$ cat config.mk
export PLATFORM = sky130hd
export DESIGN_NAME = tfs_turnoff_fall
export DESIGN_NICKNAME = d
export VERILOG_FILES = /design/src/tfs_pkg.sv /design/src/tfs_turnoff_fall.sv
export SDC_FILE = /design/constraint.sdc
export NUM_CORES = 1
export LEC_CHECK = 0
export BUFFER_PORTS_ARGS = -buffer_cell sky130_fd_sc_hd__buf_2
export CELL_PAD_IN_SITES_DETAIL_PLACEMENT = 1
export CELL_PAD_IN_SITES_GLOBAL_PLACEMENT = 2
export CORE_UTILIZATION = 28
export DETAILED_ROUTE_END_ITERATION = 10
export GPL_ROUTABILITY_DRIVEN = 0
export HOLD_SLACK_MARGIN = 0.02
export MAX_ROUTING_LAYER = met4
export PLACE_DENSITY = 0.78
export SYNTH_ARGS = -nofsm -noshare
export SYNTH_HDL_FRONTEND = slang
export SYNTH_SLANG_ARGS = --single-unit
$ cat constraint.sdc
create_clock -name clk -period 2.1 [get_ports clk]
set_clock_uncertainty 0.05 [all_clocks]
set_input_delay 0.21 -clock clk [delete_from_list [all_inputs] [get_ports clk]]
set_output_delay 0.21 -clock clk [all_outputs]
set_load 0.02 [all_outputs]
$ cat src/tfs_pkg.sv
package tfs_pkg;

   // ---------------------------------------------------------------
   // Command codes
   // ---------------------------------------------------------------
   localparam logic [7:0] TFS_CMD_TURNOFF_FALL_TIME = 8'h65;
   localparam logic [7:0] TFS_CMD_FAULT_SUMMARY_BYTE = 8'h78;

   // ---------------------------------------------------------------
   // Field layout and reset values
   // ---------------------------------------------------------------
   localparam int TFS_MANT_W = 7;
   localparam logic [TFS_MANT_W-1:0] TFS_FALL_RESET = 7'h00;
   localparam logic [15:0] TFS_ZERO_WORD = 16'h0000;
   localparam int TFS_SUM_OFF = 6;
   localparam int TFS_SUM_OVF = 5;
   localparam int TFS_SUM_OCF = 4;
   localparam int TFS_SUM_TEMP = 2;
   localparam int TFS_SUM_CML = 1;
   localparam int TFS_SUM_MISC = 0;
   localparam int TFS_VOUT_OVF = 7;
   localparam int TFS_IOUT_OCF = 7;
   localparam int TFS_IOUT_OCW = 5;
   localparam int TFS_INPUT_LOW_VIN = 3;
   // Overvoltage warn, undervoltage warn and fault, limit warning, startup timeout.
   localparam logic [7:0] TFS_VOUT_MISC_MASK = 8'h7c;

   // ---------------------------------------------------------------
   // Timing
   // ---------------------------------------------------------------
   localparam int TFS_CLK_PERIOD_NS = 40;
   localparam int TFS_FALL_UNIT_NS = 1000000;
   localparam int TFS_MS_CYCLES = TFS_FALL_UNIT_NS / TFS_CLK_PERIOD_NS;
   localparam logic [TFS_MANT_W-1:0] TFS_FASTEST_FALL_MS = 7'h01;

   // Maps a programmed mantissa onto one of the fifteen supported fall times.
   function automatic logic [TFS_MANT_W-1:0] tfs_fall_bucket(input logic [TFS_MANT_W-1:0] m);
      logic [TFS_MANT_W-1:0] r;
      r = 7'h64;
      if (m <= 7'h01)
         r = TFS_FASTEST_FALL_MS;
      else if (m <= 7'h06)
         r = m;
      else if (m <= 7'h09)
         r = 7'h07;
      else if (m <= 7'h0c)
         r = 7'h0a;
      else if (m <= 7'h11)
         r = 7'h0e;
      else if (m <= 7'h16)
         r = 7'h13;
      else if (m <= 7'h20)
         r = 7'h1b;
      else if (m <= 7'h2c)
         r = 7'h25;
      else if (m <= 7'h3e)
         r = 7'h34;
      else if (m <= 7'h56)
         r = 7'h48;
      return r;
   endfunction

endpackage

$ cat src/tfs_turnoff_fall.sv
`timescale 1ns/1ns
module tfs_turnoff_fall
   import tfs_pkg::*;
#(
   parameter int MS_CYCLES = TFS_MS_CYCLES,
   parameter logic [7:0] VENDOR_MISC_MASK = 8'hff
)
(
   input wire logic clk,
   input wire logic arst_n,
   input wire logic loop_slave_pin,
   input wire logic cmd_valid,
   input wire logic cmd_write,
   input wire logic [7:0] cmd_code,
   input wire logic [15:0] cmd_wdata,
   output logic rsp_valid,
   output logic rsp_ack,
   output logic [15:0] rsp_rdata,
   output logic invalid_command_fault,
   output logic smbalert_trigger,
   input wire logic save_all_settings,
   input wire logic restore_valid,
   input wire logic [6:0] restore_mantissa,
   output logic [6:0] nv_fall_mantissa,
   input wire logic converter_enabled,
   input wire logic [7:0] output_voltage_status,
   input wire logic [7:0] output_current_status,
   input wire logic [7:0] temperature_status,
   input wire logic [7:0] comms_status,
   input wire logic [7:0] input_status,
   input wire logic [7:0] vendor_status,
   input wire logic delay_elapsed,
   output logic [6:0] effective_fall_ms,
   output logic ramp_active,
   output logic ramp_done
);

   // A zero count would leave the millisecond timer with nothing to count.
   if (MS_CYCLES < 1)
   begin
      $error("MS_CYCLES must be at least one");
   end

   typedef enum logic {TFS_IDLE, TFS_RAMP} tfs_state_type;

   localparam int MS_W = $clog2(MS_CYCLES + 1);

   logic rst_meta;
   logic rst_n;
   logic slave_meta;
   logic loop_slave;
   logic [TFS_MANT_W-1:0] fall_mantissa;
   logic [7:0] summary;
   logic hit_fall;
   logic hit_summary;
   tfs_state_type state;
   logic [MS_W-1:0] cycle_count;
   logic [TFS_MANT_W-1:0] ms_left;
   logic last_tick;
   logic misc_vout;
   logic misc_vendor;

   // ---------------------------------------------------------------
   // Reset release and loop-slave strap synchroniser
   // ---------------------------------------------------------------
   always_ff @(posedge clk or negedge arst_n)
   begin
      if (!arst_n)
      begin
         rst_meta <= 1'b0;
         rst_n <= 1'b0;
      end
      else
      begin
         rst_meta <= 1'b1;
         rst_n <= rst_meta;
      end
   end

   // The strap is a pin, so only the second flop may feed any logic.
   always_ff @(posedge clk or negedge rst_n)
   begin
      if (!rst_n)
      begin
         slave_meta <= 1'b0;
         loop_slave <= 1'b0;
      end
      else
      begin
         slave_meta <= loop_slave_pin;
         loop_slave <= slave_meta;
      end
   end

   // ---------------------------------------------------------------
   // Summary byte
   // ---------------------------------------------------------------
   // misc source OR
   assign misc_vout = |(output_voltage_status & TFS_VOUT_MISC_MASK);
   assign misc_vendor = |(vendor_status & VENDOR_MISC_MASK);

   // Built from live source flags so a read never shows a stale copy.
   // follows source clears
   always_comb
   begin
      summary = 8'h00;
      summary[TFS_SUM_OFF] = ~converter_enabled;
      summary[TFS_SUM_OVF] = output_voltage_status[TFS_VOUT_OVF] & ~loop_slave;
      summary[TFS_SUM_OCF] = output_current_status[TFS_IOUT_OCF];
      summary[TFS_SUM_TEMP] = |temperature_status;
      summary[TFS_SUM_CML] = |comms_status;
      summary[TFS_SUM_MISC] = misc_vout | output_current_status[TFS_IOUT_OCW]
         | input_status[TFS_INPUT_LOW_VIN] | misc_vendor;
   end

   // Other codes belong to other blocks and get no answer here.
   assign hit_fall = cmd_code == TFS_CMD_TURNOFF_FALL_TIME;
   assign hit_summary = cmd_code == TFS_CMD_FAULT_SUMMARY_BYTE;

   // ---------------------------------------------------------------
   // Response handshake
   // ---------------------------------------------------------------
   // The summary byte answers even on a loop slave; only the fall setting is refused.
   always_ff @(posedge clk or negedge rst_n)
   begin
      if (!rst_n)
      begin
         rsp_valid <= 1'b0;
         rsp_ack <= 1'b0;
      end
      else
      begin
         rsp_valid <= cmd_valid & (hit_fall | hit_summary);
         // slave refuses access, summary writes acked
         rsp_ack <= cmd_valid & (hit_summary | (hit_fall & ~loop_slave));
      end
   end

   // ---------------------------------------------------------------
   // Read data
   // ---------------------------------------------------------------
   // Data is zero outside a read answer, so a stale word never lingers.
   always_ff @(posedge clk or negedge rst_n)
   begin
      if (!rst_n)
         rsp_rdata <= TFS_ZERO_WORD;
      else if (cmd_valid && !cmd_write && hit_fall && !loop_slave)
         rsp_rdata <= {9'h000, fall_mantissa};
      else if (cmd_valid && !cmd_write && hit_summary)
         rsp_rdata <= {8'h00, summary};
      else
         rsp_rdata <= TFS_ZERO_WORD;
   end

   // ---------------------------------------------------------------
   // Refused access report
   // ---------------------------------------------------------------
   // Both pulses stand for the one cycle of the refused answer.
   always_ff @(posedge clk or negedge rst_n)
   begin
      if (!rst_n)
      begin
         invalid_command_fault <= 1'b0;
         smbalert_trigger <= 1'b0;
      end
      else
      begin
         invalid_command_fault <= cmd_valid & hit_fall & loop_slave;
         smbalert_trigger <= cmd_valid & hit_fall & loop_slave;
      end
   end

   // ---------------------------------------------------------------
   // Fall time setting and its nonvolatile copy
   // ---------------------------------------------------------------
   // A host write outranks a restore that lands in the same cycle.
   always_ff @(posedge clk or negedge rst_n)
   begin
      if (!rst_n)
         fall_mantissa <= TFS_FALL_RESET;
      // only the low seven bits are stored
      else if (cmd_valid && cmd_write && hit_fall && !loop_slave)
         fall_mantissa <= cmd_wdata[TFS_MANT_W-1:0];
      else if (restore_valid)
         fall_mantissa <= restore_mantissa;
   end

   // The copy moves on the save pulse only, so later writes leave it alone.
   always_ff @(posedge clk or negedge rst_n)
   begin
      if (!rst_n)
         nv_fall_mantissa <= TFS_FALL_RESET;
      else if (save_all_settings)
         nv_fall_mantissa <= fall_mantissa;
   end

   // Registered so the bucket table never sits in the path to a pin.
   always_ff @(posedge clk or negedge rst_n)
   begin
      if (!rst_n)
         effective_fall_ms <= TFS_FASTEST_FALL_MS;
      // zero maps to fastest, bucket table
      else
         effective_fall_ms <= tfs_fall_bucket(fall_mantissa);
   end

   // ---------------------------------------------------------------
   // Fall ramp sequencing
   // ---------------------------------------------------------------
   // The ramp length is latched at its start; a rewrite mid-ramp applies next time.
   always_ff @(posedge clk or negedge rst_n)
   begin
      if (!rst_n)
      begin
         state <= TFS_IDLE;
         ramp_active <= 1'b0;
         ramp_done <= 1'b0;
      end
      else
      begin
         ramp_done <= 1'b0;
         unique case (state)
            TFS_IDLE:
            begin
               // start only once the delay has elapsed
               if (delay_elapsed)
               begin
                  state <= TFS_RAMP;
                  ramp_active <= 1'b1;
               end
            end
            TFS_RAMP:
            begin
               // ramp lasts the effective number of milliseconds
               if (last_tick)
               begin
                  state <= TFS_IDLE;
                  ramp_active <= 1'b0;
                  ramp_done <= 1'b1;
               end
            end
         endcase
      end
   end

   // ---------------------------------------------------------------
   // Millisecond counters
   // ---------------------------------------------------------------
   // While idle the counters track the setting, so a start needs no extra cycle.
   assign last_tick = (cycle_count == '0) && (ms_left == TFS_FASTEST_FALL_MS);

   always_ff @(posedge clk or negedge rst_n)
   begin
      if (!rst_n)
      begin
         cycle_count <= '0;
         ms_left <= '0;
      end
      else if (state == TFS_IDLE)
      begin
         cycle_count <= MS_W'(MS_CYCLES - 1);
         ms_left <= effective_fall_ms;
      end
      else if (cycle_count != '0)
         cycle_count <= cycle_count - 1'b1;
      else
      begin
         ms_left <= ms_left - 1'b1;
         cycle_count <= MS_W'(MS_CYCLES - 1);
      end
   end

endmodule

==> impl_results.rst <==
.. list-table::
   :header-rows: 1

   * - Metric
     - Value
   * - Worst Setup Slack, final
     - around 0.12 ns
   * - Proportion of synthesized chip area in sequential cells
     - just over 50%
   * - Setup repair after global routing missed its margin
     - no
   * - Layout cells sized above 1
     - approximately 38%
   * - Power Internal
     - roughly 2.3 mW
   * - Core region area
     - ~10000 µm²
   * - Relative slew slack
     - 66.2%
   * - H-tree levels
     - 3
   * - Wirelength, routed
     - 7.56 mm
   * - Count of inserted antenna diode cells
     - 0
   * - Shortest clock period the worst path allows after layout
     - 1.98 ns
   * - Reg clk slew, reported paths
     - around 0.06 ns
   * - Yosys cell types
     - 48
   * - Pin slew with the least headroom to its limit
     - a little over 0.5 ns
   * - Initial DRC count
     - 79
   * - Hold Path End
     - rsp_rdata[4]
   * - Data required time of the worst path
     - between 2 and 2.5 ns
   * - Category of the most critical setup path
     - reg2reg
   * - Part of the total power dissipated in combinational logic
     - a little under a fifth
   * - Share of power burned in the clock network
     - between 30% and 40%
   * - Share of async-settable or async-resettable flops after synthesis
     - 100%
   * - Sw frac
     - between 20 and 30%
   * - Maxcap violations
     - 0
   * - Root buf cell
     - clkbuf_8
   * - Flop and latch count out of synthesis
     - 60
   * - Count of buffers from port buffering
     - 90
   * - Power density relative to cell area
     - 863 nW/µm²
   * - Final net count
     - roughly 470
   * - DP Wirelength
     - about 5.6 mm
   * - Sw power
     - just under 1 mW
   * - Core utilization of the finished layout
     - 38.1%
   * - Post-Synthesis Mean Instance Area
     - roughly 11 µm²
   * - Maximum fanout along the worst path
     - 6
   * - Count of filler cells inserted in the layout
     - roughly 1100
   * - Worst R2R Start
     - cycle_count[10]
   * - Dpl ws
     - between 0.1 and 0.15 ns
   * - Vias after detailed routing
     - 2457
   * - EDFF count, synth
     - 0
   * - Final setup fails
     - 0
   * - Global-route wire length before repair
     - between 10 and 15 mm
   * - Number of global-route vias before repair
     - about 2500
   * - Count of cells along the worst register-to-register path
     - 4
   * - Worst hold slack
     - between 0.04 and 0.05 ns
   * - Final setup TNS
     - 0 ns
   * - Nature of the critical path endpoint
     - register
   * - Cells after Synth
     - around 270
   * - Footprint of the multi-input gates
     - ~1300 µm²
   * - Min-delay worst type
     - in2reg
   * - Static Leakage
     - roughly 1.8 nW
   * - Clock sink count
     - 60
   * - ANT nets after route
     - 0
   * - Sequential Power Share
     - a little under half
   * - Total power consumption of the routed design
     - roughly 3.3 mW
   * - Number of buffers inserted by post-CTS setup repair
     - 0
   * - FF-to-FF setup slack
     - between 0.1 and 0.15 ns
   * - Final hold violation count
     - 0
   * - Cell area after synthesis
     - between 2000 and 3000 µm²
   * - Count of unresolved DRC violations after routing
     - 0
   * - First-pass iteration count of the detailed router
     - 4
   * - GR Overflow Total
     - 0
   * - Buffer depth of the longest clock path
     - 2
   * - Number of antenna violations at the first check in global routing
     - 0
   * - Die Outline Area
     - roughly 11000 µm²
   * - Kind of start point of the critical path
     - register
   * - Pin count of the biggest net entering global routing
     - 40
   * - Max-slew violation count
     - 0
   * - DR vias/cell
     - 4.79
   * - Outcome
     - complete, no violations
   * - Max rail drop VDD
     - roughly 240 µV
   * - Origin of the worst min-delay path
     - output_current_status[7]
   * - Reg-to-reg endpoint
     - ms_left[6]
   * - CTS tree
     - built
   * - Std cell rows
     - 36
   * - Upper clock frequency limit
     - roughly 510 MHz
   * - Clock network latency to the later pin of the worst-skew pair
     - 0.34 ns
   * - TritonCTS Buffers
     - 9
   * - Yosys warns
     - 0
   * - Prevailing post-synth register cell
     - dfrtp_1
   * - Hold-critical path depth
     - 2
   * - GRT Util Overall
     - 14.8%
   * - Post-route fraction of the period consumed by the critical path
     - between 90% and 100%
   * - Die boundary height
     - about 100 µm
   * - Boundary Pins
     - ~120
   * - Die Wd
     - between 100 and 150 µm
   * - Initial Util
     - between 20 and 30%
   * - Register cell area after layout
     - roughly 1500 µm²
   * - WL/cell
     - ~15 µm
   * - Area growth from synthesis to layout
     - 30.1%
   * - Critical path data arrival time
     - roughly 2.2 ns
## timing repair
action                                  4_1_cts  5_1_grt
endpoints found under the setup margin        0        3
hold buffers                                  2        0
hold endpoints to repair                      3        0
gates resized for setup                       0        2
## power groups by stage
stage | registers (mW) | logic, mW | clock network [mW]
after floorplan | 1.55 | 0.357 | 0
after global placement | 1.54 | 0.575 | 0
after detailed placement | 1.55 | 0.595 | 0
after CTS | 1.53 | 0.604 | 1.18
after global routing | 1.56 | 0.668 | 1.24
final | 1.53 | 0.601 | 1.15
## layout make-up
type                       instances  area share [%]
clock inverter                     4            1.91
tap                              133            4.38
multi-input combinational        191            34.5
timing repair buffer             102            14.7
inverter                          11            1.09
clock buffer                      12            3.82
sequential                        60            39.6
## synth_stat cells, types with 4 or more instances
| cell | count | area, µm² |
|---|---|---|
| dfrtp_1 | 59 | 1480 |
| nor2_1 | 27 | 101 |
| nand2_1 | 21 | 78.8 |
| mux2_2 | 20 | 225 |
| inv_1 | 11 | 41.3 |
| buf_4 | 10 | 75.1 |
| clkbuf_1 | 10 | 37.5 |
| nor4_1 | 10 | 62.6 |
| a21oi_1 | 8 | 40.0 |
| xor2_1 | 8 | 70.1 |
| o21ai_0 | 7 | 35.0 |
| a31oi_1 | 6 | 37.5 |
| nand3_1 | 6 | 30.0 |
| nor3_1 | 6 | 30.0 |
| a22o_1 | 5 | 43.8 |
| nand4_1 | 4 | 25.0 |
| or4_1 | 4 | 30.0 |
| xnor2_1 | 4 | 35.0 |
## worst max-delay path, cell delays in order (launching register included)
cell	delay (ns)
dfrtp_1	0.42
nor4_4	0.53
nand4_4	0.22
or4_1	0.51
a31oi_1	0.17
## sequential cells by signal, summed over array words and instances, names as in the netlist
| name | flops |
|---|---|
| slave_meta | 1 |
| fall_mantissa | 7 |
| smbalert_trigger | 1 |
| ramp_done | 1 |
| rsp_rdata | 7 |
| loop_slave | 1 |
| ms_left | 7 |
| state | 1 |
| cycle_count | 15 |
| rst_n | 1 |
| effective_fall_ms | 7 |
| nv_fall_mantissa | 7 |
| rsp_ack | 1 |
| ramp_active | 1 |
| rsp_valid | 1 |
| rst_meta | 1 |
## layout by cell type, fill, tap and decap left out, drive strengths merged, types with 7 or more instances in the layout
master | synthesis | layout
a21oi | 8 | 8
buf | 11 | 100
clkbuf | 10 | 12
conb | 2 | 10
dfrtp | 59 | 59
inv | 11 | 11
mux2 | 20 | 20
nand2 | 21 | 21
nand4 | 6 | 7
nor2 | 27 | 27
nor4 | 12 | 12
o21ai | 7 | 7
xor2 | 8 | 8
## metal layers
layer,part of all wire (%),track usage [%],up-vias
met2,51,25.9,82
met4,1.2,4.39,0
met1,43,16.4,1201
met5,0,-,-
met3,4.8,4.07,12
li1,-,-,1162
## cells by family after synthesis
group | count (synthesis) | synth area share [%]
flops | 60 | 51.5
mux | 21 | 8.06
xor+xnor | 12 | 3.60
other cells | 2 | 0.257
fa+ha+maj | 3 | 1.29
buf+inv | 32 | 5.40
simple gates | 100 | 19.5
compound gates | 44 | 10.4
## metrics by stage
stage	cells	instance area (µm²)
after floorplan	282	2950
after global placement	494	3540
after detailed placement	494	3540
after CTS	512	3780
after global routing	513	3800
final	513	3800
## worst max-delay path by stage
stage / startpoint / end / slack [ns] / cells past startpoint
after floorplan: cycle_count[2] / ms_left[6] / 0.20 / 4
after global routing: cycle_count[8] / ms_left[6] / 0.004 / 4
after detailed placement: cycle_count[0] / ms_left[3] / 0.12 / 6
after global placement: cycle_count[0] / ms_left[3] / 0.20 / 6
after CTS: cycle_count[0] / ms_left[3] / 0.07 / 6
final: cycle_count[10] / ms_left[6] / 0.12 / 4
(Power assumes the default switching activity.)
